==> config.mk <==
export PLATFORM = sky130hd
export DESIGN_NAME = crd_rate_ctrl
export DESIGN_NICKNAME = d
export VERILOG_FILES = /design/src/hw/crd_pkg.sv /design/src/hw/crd_sync.sv /design/src/hw/crd_rate_ctrl.sv
export VERILOG_INCLUDE_DIRS = /design/src /design/src/hw
export SDC_FILE = /design/constraint.sdc
export NUM_CORES = 1
export LEC_CHECK = 0
export ABC_AREA = 0
export ABC_CLOCK_PERIOD_IN_PS = 2700
export BUFFER_PORTS_ARGS = -buffer_cell sky130_fd_sc_hd__buf_4
export CAP_MARGIN = 20
export CORE_MARGIN = 3
export CORE_UTILIZATION = 41
export DETAILED_ROUTE_END_ITERATION = 8
export PLACE_DENSITY = 0.78
export RECOVER_POWER = 100
export SYNTH_ARGS = -nofsm -noshare
export SYNTH_HDL_FRONTEND = slang
export SYNTH_SLANG_ARGS = --single-unit
==> constraint.sdc <==
create_clock -name clk_i -period 2.7 [get_ports clk_i]
set_input_delay 0.54 -clock clk_i [delete_from_list [all_inputs] [get_ports clk_i]]
set_output_delay 0.54 -clock clk_i [all_outputs]
set_load 0.05 [all_outputs]
==> src/hw/crd_consts.svh <==
// Offsets, field positions, reset values and timing counts of the rate divider control
`ifndef CRD_CONSTS_SVH
`define CRD_CONSTS_SVH

// Register byte addresses on the Wishbone slave
`define CRD_CFG_OFS        8'h00
`define CRD_STAT_OFS       8'h04
`define CRD_SUPP_OFS       8'h08

// Configuration register fields
`define CRD_CFG_HALF_BIT   0
`define CRD_CFG_QUART_BIT  1
`define CRD_CFG_RST        2'h0

// Status register fields
`define CRD_STAT_MULT_LSB  0
`define CRD_STAT_MODE_LSB  8
`define CRD_STAT_PINS_LSB  12
`define CRD_STAT_STRAP_LSB 16

// Strap width and synchroniser depth
`define CRD_STRAP_W        6
`define CRD_SYNC_STAGES    2

// Ratio change latency in core cycles
`define CRD_SWITCH_CYC     1

`endif

==> src/hw/crd_pkg.sv <==
// Types shared by the rate divider control files
package crd_pkg;

  // Division mode in effect
  typedef enum logic [1:0]
  {
    CRD_FULL    = 2'b00,
    CRD_HALF    = 2'b01,
    CRD_QUARTER = 2'b10
  } crd_mode_type;

endpackage

==> src/hw/crd_sync.sv <==
// Two-stage synchroniser for a bank of asynchronous pins
`timescale 1ns/100ps

module crd_sync #(
  parameter int WIDTH = 2
) (
  // Clock and reset
  input  wire logic             clk_i,
  input  wire logic             rst_i,
  // Asynchronous inputs, reset value, synchronised outputs
  input  wire logic [WIDTH-1:0] async_i,
  input  wire logic [WIDTH-1:0] rst_val_i,
  output logic      [WIDTH-1:0] sync_o
);

  logic [WIDTH-1:0] meta_q;
  logic [WIDTH-1:0] meta_d;
  logic [WIDTH-1:0] sync_q;
  logic [WIDTH-1:0] sync_d;

  // Next values; the first stage feeds only the second
  always_comb
  begin
    meta_d = async_i;
    sync_d = meta_q;
    if (rst_i)
    begin
      meta_d = rst_val_i;
      sync_d = rst_val_i;
    end
  end

  // Both stages registered on every edge
  always_ff @(posedge clk_i)
  begin
    meta_q <= meta_d;
    sync_q <= sync_d;
  end

  assign sync_o = sync_q;

endmodule

==> src/hw/crd_rate_ctrl.sv <==
// Core-to-bus ratio divider control with Wishbone register access
// Notes on behaviour
// - Half request divides bus ratio by two
// - Clearing half request restores full ratio
// - Quarter request divides bus ratio by four
// - Ratio changes within one cycle, no idle
// - Any asserted pin overrides software bits
// - Both pins asserted disables division entirely
// - Strap latched at reset decides available modes
// - Unsupported request keeps present multiplier
// - Unsupported from undivided stays at strap value
// - Half to unsupported quarter stays at half
// - Readback field shows multiplier in effect
//
// Implementation choices: register access over Wishbone and the placing of the registers.
`timescale 1ns/100ps
`include "crd_consts.svh"

module crd_rate_ctrl
  import crd_pkg::*;
#(
  parameter int                    MW        = 8,
  parameter logic [`CRD_STRAP_W-1:0] HALF_OK_MASK = 6'h3F,
  parameter logic [`CRD_STRAP_W-1:0] QUART_OK_MASK = 6'h3F
) (
  // Clock and reset
  input  wire logic                    clk_i,
  input  wire logic                    rst_i,
  // Wishbone slave
  input  wire logic                    cyc_i,
  input  wire logic                    stb_i,
  input  wire logic                    we_i,
  input  wire logic [7:0]              adr_i,
  input  wire logic [3:0]              sel_i,
  input  wire logic [31:0]             dat_i,
  output logic      [31:0]             dat_o,
  output logic                         ack_o,
  // Board pins, active low, asynchronous
  input  wire logic                    half_rate_request_n_i,
  input  wire logic                    quarter_rate_request_n_i,
  // Multiplier strap, sampled while reset is high
  input  wire logic [`CRD_STRAP_W-1:0] mult_strap_i,
  // Rate outputs
  output logic      [1:0]              rate_mode_o,
  output logic      [MW-1:0]           current_multiplier_field_o
);

  // Support table: a mode is offered when the strap is nonzero and each set strap bit
  // is also set in the mask; the table is a parameter since it is board-specific
  function automatic logic mode_ok(input logic [`CRD_STRAP_W-1:0] mask,
                                   input logic [`CRD_STRAP_W-1:0] strap);
    mode_ok = (strap != '0) && ((strap & mask) == strap);
  endfunction

  // Effective multiplier (in halves) for a strap value and a mode
  function automatic logic [MW-1:0] mult_of(input logic [`CRD_STRAP_W-1:0] strap,
                                            input crd_mode_type              mode);
    logic [MW-1:0] base;
    base = MW'(strap);
    unique case (mode)
      CRD_HALF:    mult_of = base >> 1;
      CRD_QUARTER: mult_of = base >> 2;
      default:     mult_of = base;
    endcase
  endfunction

  logic [1:0]              pins_n;
  logic [`CRD_STRAP_W-1:0] strap_q;
  logic [`CRD_STRAP_W-1:0] strap_d;
  logic [1:0]              cfg_q;
  logic [1:0]              cfg_d;
  crd_mode_type            mode_q;
  crd_mode_type            mode_d;
  logic [MW-1:0]           mult_q;
  logic [MW-1:0]           mult_d;
  logic                    ack_q;
  logic                    ack_d;
  logic [31:0]             rdat_q;
  logic [31:0]             rdat_d;
  logic                    half_ok;
  logic                    quart_ok;
  logic                    pin_half;
  logic                    pin_quart;
  logic                    want_half;
  logic                    want_quart;
  crd_mode_type            req_mode;

  // Pins pass two flops before any decode
  crd_sync #(
    .WIDTH (2)
  ) u_sync (
    .clk_i     (clk_i),
    .rst_i     (rst_i),
    .async_i   ({quarter_rate_request_n_i, half_rate_request_n_i}),
    .rst_val_i (2'h3),
    .sync_o    (pins_n)
  );

  assign pin_half  = ~pins_n[0];
  assign pin_quart = ~pins_n[1];
  assign half_ok   = mode_ok(HALF_OK_MASK, strap_q);
  assign quart_ok  = mode_ok(QUART_OK_MASK, strap_q);

  // Request arbitration: pins beat software, both pins disable
  always_comb
  begin
    if (pin_half || pin_quart)
    begin
      want_half  = pin_half && !pin_quart;
      want_quart = pin_quart && !pin_half;
    end
    else
    begin
      want_half  = cfg_q[`CRD_CFG_HALF_BIT];
      want_quart = cfg_q[`CRD_CFG_QUART_BIT];
    end
    // Quarter wins when software sets both bits
    if (want_quart)
      req_mode = CRD_QUARTER;
    else if (want_half)
      req_mode = CRD_HALF;
    else
      req_mode = CRD_FULL;
  end

  // Mode next value; unsupported targets leave the mode unchanged
  always_comb
  begin
    mode_d = mode_q;
    unique case (req_mode)
      CRD_FULL:    mode_d = CRD_FULL;
      CRD_HALF:    if (half_ok) mode_d = CRD_HALF;
      CRD_QUARTER: if (quart_ok) mode_d = CRD_QUARTER;
      default:     mode_d = mode_q;
    endcase
    if (rst_i)
      mode_d = CRD_FULL;
  end

  // Multiplier follows the next mode so the field never lags
  always_comb
  begin
    mult_d = mult_of(strap_q, mode_d);
    strap_d = strap_q;
    if (rst_i)
    begin
      // Strap caught through a clocked load while reset holds
      strap_d = mult_strap_i;
      mult_d  = MW'(mult_strap_i);
    end
  end

  // Rate state registers, one edge per change
  always_ff @(posedge clk_i)
  begin
    mode_q  <= mode_d;
    mult_q  <= mult_d;
    strap_q <= strap_d;
  end

  // Wishbone: single-cycle ack; the write lands on the edge the master sees ack,
  // so the register never changes ahead of the completed cycle
  always_comb
  begin
    ack_d  = cyc_i && stb_i && !ack_q;
    cfg_d  = cfg_q;
    rdat_d = rdat_q;
    if (ack_q && cyc_i && stb_i && we_i && sel_i[0] && adr_i == `CRD_CFG_OFS)
      cfg_d = dat_i[1:0];
    if (ack_d && !we_i)
    begin
      unique case (adr_i)
        `CRD_CFG_OFS:  rdat_d = {30'h0, cfg_q};
        `CRD_STAT_OFS: rdat_d = {10'h0, strap_q, 2'h0, ~pins_n, 2'h0, mode_q,
                                 {(8-MW){1'b0}}, mult_q};
        `CRD_SUPP_OFS: rdat_d = {30'h0, quart_ok, half_ok};
        default:       rdat_d = 32'h0000_0000;
      endcase
    end
    if (rst_i)
    begin
      ack_d  = 1'b0;
      cfg_d  = `CRD_CFG_RST;
      rdat_d = 32'h0000_0000;
    end
  end

  // Bus registers
  always_ff @(posedge clk_i)
  begin
    ack_q  <= ack_d;
    cfg_q  <= cfg_d;
    rdat_q <= rdat_d;
  end

  assign ack_o                      = ack_q;
  assign dat_o                      = rdat_q;
  assign rate_mode_o                = mode_q;
  assign current_multiplier_field_o = mult_q;

  // Pins both asserted keep the undivided multiplier
  a_both_pins_off: assert property (@(posedge clk_i) disable iff (rst_i)
    (pin_half && pin_quart) |=> (mode_q == CRD_FULL))
    else $error("division active with both pins asserted");

  // Pin half request beats a software quarter request
  a_pin_over_sw: assert property (@(posedge clk_i) disable iff (rst_i)
    (pin_half && !pin_quart && cfg_q[1] && half_ok) |=> (mode_q == CRD_HALF))
    else $error("software bit overrode pin request");

  // Supported half request lands one edge later
  a_half_enter: assert property (@(posedge clk_i) disable iff (rst_i)
    (req_mode == CRD_HALF && half_ok) |=> (mode_q == CRD_HALF))
    else $error("half mode not entered in one cycle");

  // Quarter request lands one edge later when offered
  a_quart_enter: assert property (@(posedge clk_i) disable iff (rst_i)
    (req_mode == CRD_QUARTER && quart_ok) |=> (mode_q == CRD_QUARTER))
    else $error("quarter mode not entered in one cycle");

  // Dropping all requests restores full rate
  a_full_return: assert property (@(posedge clk_i) disable iff (rst_i)
    (req_mode == CRD_FULL) |=> (mode_q == CRD_FULL))
    else $error("full rate not restored");

  // Unsupported quarter keeps the present mode
  a_quart_reject: assert property (@(posedge clk_i) disable iff (rst_i)
    (req_mode == CRD_QUARTER && !quart_ok) |=> $stable(mode_q))
    else $error("unsupported quarter changed mode");

  // Unsupported half keeps the present mode
  a_half_reject: assert property (@(posedge clk_i) disable iff (rst_i)
    (req_mode == CRD_HALF && !half_ok) |=> $stable(mode_q))
    else $error("unsupported half changed mode");

  // Readback always matches strap and mode
  a_field_match: assert property (@(posedge clk_i) disable iff (rst_i)
    ##1 (mult_q == mult_of(strap_q, mode_q)))
    else $error("multiplier field out of step");

  // Undivided multiplier equals the strap
  a_strap_full: assert property (@(posedge clk_i) disable iff (rst_i)
    (mode_q == CRD_FULL) |-> (mult_q == MW'(strap_q)))
    else $error("full mode multiplier not the strap");

endmodule

=== Yosys cells after proc, flatten, opt, wreduce, memory -nomap -nowiden ===
Cells that the tools add are included.

* Register bits: 55
* Input bits: 57
* Output and inout bits: 43
* Logic and storage cells: 45

* Equality and inequality tests: 6
* Muxes and demuxes: 11
* Bitwise operators: 3
* Reductions and logical operators: 16

{| class="wikitable"
|+ Operators with widths
! operator !! number
|-
| $pmux 22 s3 || 1
|-
| $pmux 6 s2 || 1
|-
| $logic_and 1x1->1 || 10
|-
| $eq 8x3->1 const B || 1
|-
| $eq 8x4->1 const B || 1
|-
| $logic_not 8->1 || 1
|-
| $mux 2 || 4
|-
| $mux 6 || 1
|-
| $pmux 2 s3 || 1
|-
| $reduce_bool 6->1 || 1
|-
| $eq 2x1->1 const B || 2
|-
| $eq 2x2->1 const B || 2
|-
| $mux 1 || 3
|-
| $logic_not 1->1 || 2
|-
| $logic_not 2->1 || 1
|-
| $not 1->1 || 2
|-
| $not 2->2 || 1
|-
| $logic_or 1x1->1 || 1
|}

=== Depth between registers and ports, before layout ===
* Word-level depth: 11
* Depth in mapped cells: 9

=== Cells and area by module ===
From an unflattened synthesis, not the netlist that was laid out.

* Cell total of the unflattened synthesis: 153
* Area, all modules: 1557.7 µm²

{| class="wikitable"
|+ Modules (own cells, without submodules)
! module !! instances !! cells an instance !! area each (µm²) !! sequential area each (µm²)
|-
| crd_rate_ctrl || 1 || 145 || 1432.6 || 720.7
|-
| crd_sync || 1 || 8 || 125.1 || 80.1
|}

=== Least setup slack after synthesis ===
Ideal clock, no wire load.

* Kind: register to register
* Start: reg strap_q[4]
* End: reg mult_q[1] (netlist: current_multiplier_field_o[1])
* Library setup time: 0.118 ns
* Arrival time: 2.035 ns
* Path slack: 0.547 ns
* Stages on the path, launching flop included: 10
* Buffers on the path: 0
* Cells stage by stage: edfxtp_1 -> nor4_1 -> and2_1 -> mux2_1 -> and2_1 -> ha_1 -> a22oi_1 -> nor2_1 -> a21oi_1 -> o21ai_1

* Word-level cells in the longest chain between the ends: 7
* Elaborated cells between the ends (all ways): 9
* Classes of those cells: 2 x eq/ne; 6 x mux; 1 x reduce/logical

{| class="wikitable"
|+ Ends and longest elaborated chain
! item !! line !! text
|-
| start: declaration || crd_rate_ctrl.sv:68 || <nowiki>logic [`CRD_STRAP_W-1:0] strap_q;</nowiki>
|-
| start signal: assignment || crd_rate_ctrl.sv:158 || <nowiki>strap_q <= strap_d;</nowiki>
|-
| $reduce_bool 6->1 (*) || crd_rate_ctrl.sv:52 || <nowiki>mode_ok = (strap != '0) && ((strap & mask) == strap);</nowiki>
|-
| $mux 2, on equally long branches || crd_rate_ctrl.sv:133, crd_rate_ctrl.sv:132 ||
|-
| $pmux 2 s3 (*) || crd_rate_ctrl.sv:130 || <nowiki>unique case (req_mode)</nowiki>
|-
| $mux 2 (*) || crd_rate_ctrl.sv:136 || <nowiki>if (rst_i)</nowiki>
|-
| via mode_d[0] || crd_rate_ctrl.sv:73 || <nowiki>crd_mode_type mode_d;</nowiki>
|-
| $eq 2x2->1 / $eq 2x1->1 (equally long branches) || crd_rate_ctrl.sv:60 || <nowiki>unique case (mode)</nowiki>
|-
| $pmux 6 s2 (*) || crd_rate_ctrl.sv:60 ||
|-
| $mux 6 (*) || crd_rate_ctrl.sv:145 || <nowiki>if (rst_i)</nowiki>
|-
| via mult_d[1] || crd_rate_ctrl.sv:75 || <nowiki>logic [MW-1:0] mult_d;</nowiki>
|-
| end signal: assignment || crd_rate_ctrl.sv:157 || <nowiki>mult_q <= mult_d;</nowiki>
|-
| end: declaration || crd_rate_ctrl.sv:74 || <nowiki>logic [MW-1:0] mult_q;</nowiki>
|}

Mark *: on every way through the listed nets, which the timed path passes. The rest lies on a longest branch.
A chain may end at the register's enable or synchronous reset.

=== Worst setup path in the final report ===
* Start: reg strap_q[4]
* End: reg mult_q[3] (netlist: current_multiplier_field_o[3])

Same word-level chain as after synthesis.

==> run summary <==
Register area share after synthesis: 0.522
Worst hold stages: 1
Inserted Clock Buffers: 5
Most common cell after layout, fill and taps aside: dfxtp_1
I/O Pins: 100
Clock Pin Slew Worst Setup and Hold Paths: 80 ps
Worst-path cell chain: nor4_1 -> and2_0 -> mux2_1 -> and2_1 -> ha_1 -> a22oi_1 -> nor2_1 -> a21oi_1 -> o21ai_1
Max clock buf depth: 2
Die X: 67.1 microns
Iteration-0 DRC Markers: 80
Layout cells sized above 1: 0.158
Post-CTS Hold Buffers: 0
Fin Setup TNS: 0 ps
Pre-Repair DR Iteration Count: 4
Worst min path class: flip-flop to flip-flop
Simple-Gate Fraction of Synth Area: 0.137
Worst hold path startpoint: u_sync.meta_q[0]
DRC viols: 0
Max VDD drop: 0.252 mV
Compound-Gate Fraction of Synth Area: 0.180
YS warnings: 0
Commonest cells after routing, fill and taps aside: dfxtp_1, clkbuf_1, conb_1, buf_4
Worst-Margin Slew: 608 ps
Post-synthesis mux area share: 0.0204
CP peak stage delay: 470 ps
RSZ-0062 raised after global routing: no
Total global routing overflow: 0
Initial Utilization: 0.442
Post-synthesis adder-cell area fraction: 0.0163
R2r endpoint: current_multiplier_field_o[3]
Final setup vio count: 0
Routed via count: 1189
Reg2reg start: strap_q[4]
Number of diodes: 0
DRT antenna net count: 0
Die ar.: 4510 sq um
Worst Reg-to-Reg Cells: 9
Placer Congestion: 0.737
Crit end category: flip-flop
Area Overhead vs Synth: 23.0%
Top FF cell, synth: dfxtp_1
CP bufs+invs: 0
Worst slew margin: 0.597
Port bufs: 48
Number of global-route vias before repair: 1036
Initial antenna violation count: 0
Post-layout minimum cycle time: 2480 ps
Post-synth EDFFs: 6
Number of setup buffers added after CTS: 0
Synthesized area: 1530 sq um
DR WL/cell: 12.1 microns
Cell family with most CP delay: simple AND/OR/NAND/NOR gates
Clk Latency, worst-skew pair: 300 ps
Placed Cells: 241
H-tree Lvls: 2
Fmax: 403 MHz
Clock root buffer: clkbuf_8
First-pass GRT wire length: 4640 microns
Drt via density: 4.78
Yosys reg bits: 37
Master of the slowest instance on the critical path: edfxtp_1
# rows: 21
Final #Nets: 261
Number of distinct library cells after synthesis: 31
CTS tree: built
Tcrit/Tclk final: 0.918
Routed WL: 3010 microns
Startpoint types: flip-flop
Post-DP HPWL: 2280 microns
Hold Fails Final Rpt: 0
Maxcap violations: 0
Largest family of logic cells by synthesized area: compound AO/OA/AOI/OAI gates
Status: finished, final reports clean
Syn Area/Cell: 10.1 sq um
Pre-CTS setup slack: 287 ps
Critical Path Fanout Max: 5
Largest net degree at the start of global routing: 30
Die height: 67.1 microns
Reg2Reg Setup Slack: 220 ps
Final setup margin: 221 ps
Fin cells: 249
XOR/XNOR share of the synthesized area: 0
Final worst hold slack: 404 ps
Slew Limit Fails: 0
WHS Endpoint: u_sync.sync_o[0]
Post-CTS resize count: 0
Leak pwr: 0.000810 uW
Placeable Area: 3470 sq um
Crit path kind: flip-flop to flip-flop
Post-Syn Instances: 152
Async SR Flop Fraction: 0
Power Density: 688 nW/um^2
Arrival @ worst endpoint: 2650 ps
Clock tree sinks: 37
Clock Skew: 8.46 ps
Total Routing Usage GR: 0.141
Worst Path Required: 2870 ps
cell type report:
type / instances / area, sq um
clock buffer: 6 / 93.8
tap: 46 / 57.6
clock inverter: 2 / 35.0
sequential: 37 / 801
fill: 350 / 1580
multi-input combinational: 105 / 609
inverter: 3 / 11.3
timing repair buffer: 50 / 278
cells by family after synthesis:
logic type	Yosys count
other	1
DFF	37
adders and majority gates	2
buffers and inverters	27
muxes	3
AOI/OAI and AO/OA	41
and+or+nand+nor	41
synth_stat cells (all sizes together) (2+ instances only):
cell / n / area share
dfxtp: 31 / 0.40
buf: 22 / 0.11
a22o: 14 / 0.080
nor2: 14 / 0.034
nand2: 11 / 0.027
o21ai: 11 / 0.036
a21oi: 9 / 0.029
edfxtp: 6 / 0.12
a22oi: 4 / 0.020
or2: 4 / 0.016
inv: 3 / 0.0073
and2: 2 / 0.0082
and4b: 2 / 0.013
clkbuf: 2 / 0.0049
ha: 2 / 0.016
mux2i: 2 / 0.013
nor4: 2 / 0.0082
power breakdown:
group | internal, uW | leakage (uW) | total [uW] | switching (uW)
Combinational | 43.4 | 0.000432 | 177 | 133
Clock | 329 | 0.0000663 | 523 | 193
Sequential | 582 | 0.000312 | 598 | 15.9
Total | 955 | 0.000810 | 1300 | 342
metrics by stage:
stage / utilization / power (uW) / cell area, sq um
4_1_cts: 0.572 / 1320 / 1980
2_1_floorplan: - / 757 / 1600
5_1_grt: 0.544 / 1340 / 1890
6_report: 0.544 / 1300 / 1890
3_3_place_gp: 0.535 / 797 / 1850
3_5_place_dp: 0.535 / 799 / 1850
state kept, by name (all words and copies together), names as in the netlist:
register / count
ack_o: 1
cfg_q: 2
current_multiplier_field_o: 6
dat_o: 16
rate_mode_o: 2
strap_q: 6
u_sync.meta_q: 2
u_sync.sync_o: 2
worst max-delay path by stage:
stage               slack, ps        from                            end  depth (start not counted)
finish                    220  strap_q[4]  current_multiplier_field_o[3]                          9
floorplan                 550  strap_q[4]  current_multiplier_field_o[1]                          9
CTS                       270  strap_q[4]  current_multiplier_field_o[3]                          9
global route               30  strap_q[4]  current_multiplier_field_o[3]                          9
detailed placement        290  strap_q[4]  current_multiplier_field_o[3]                          9
global placement          290  strap_q[4]  current_multiplier_field_o[3]                          9
layer usage:
layer	part of all wire	wire length (microns)	global-route usage
met1	0.43	1300	0.165
met2	0.46	1390	0.225
met3	0.086	260	0.0549
met4	0.021	63	0.0684
met5	0	0	0
No activity file was read; power rests on OpenSTA's default activity.
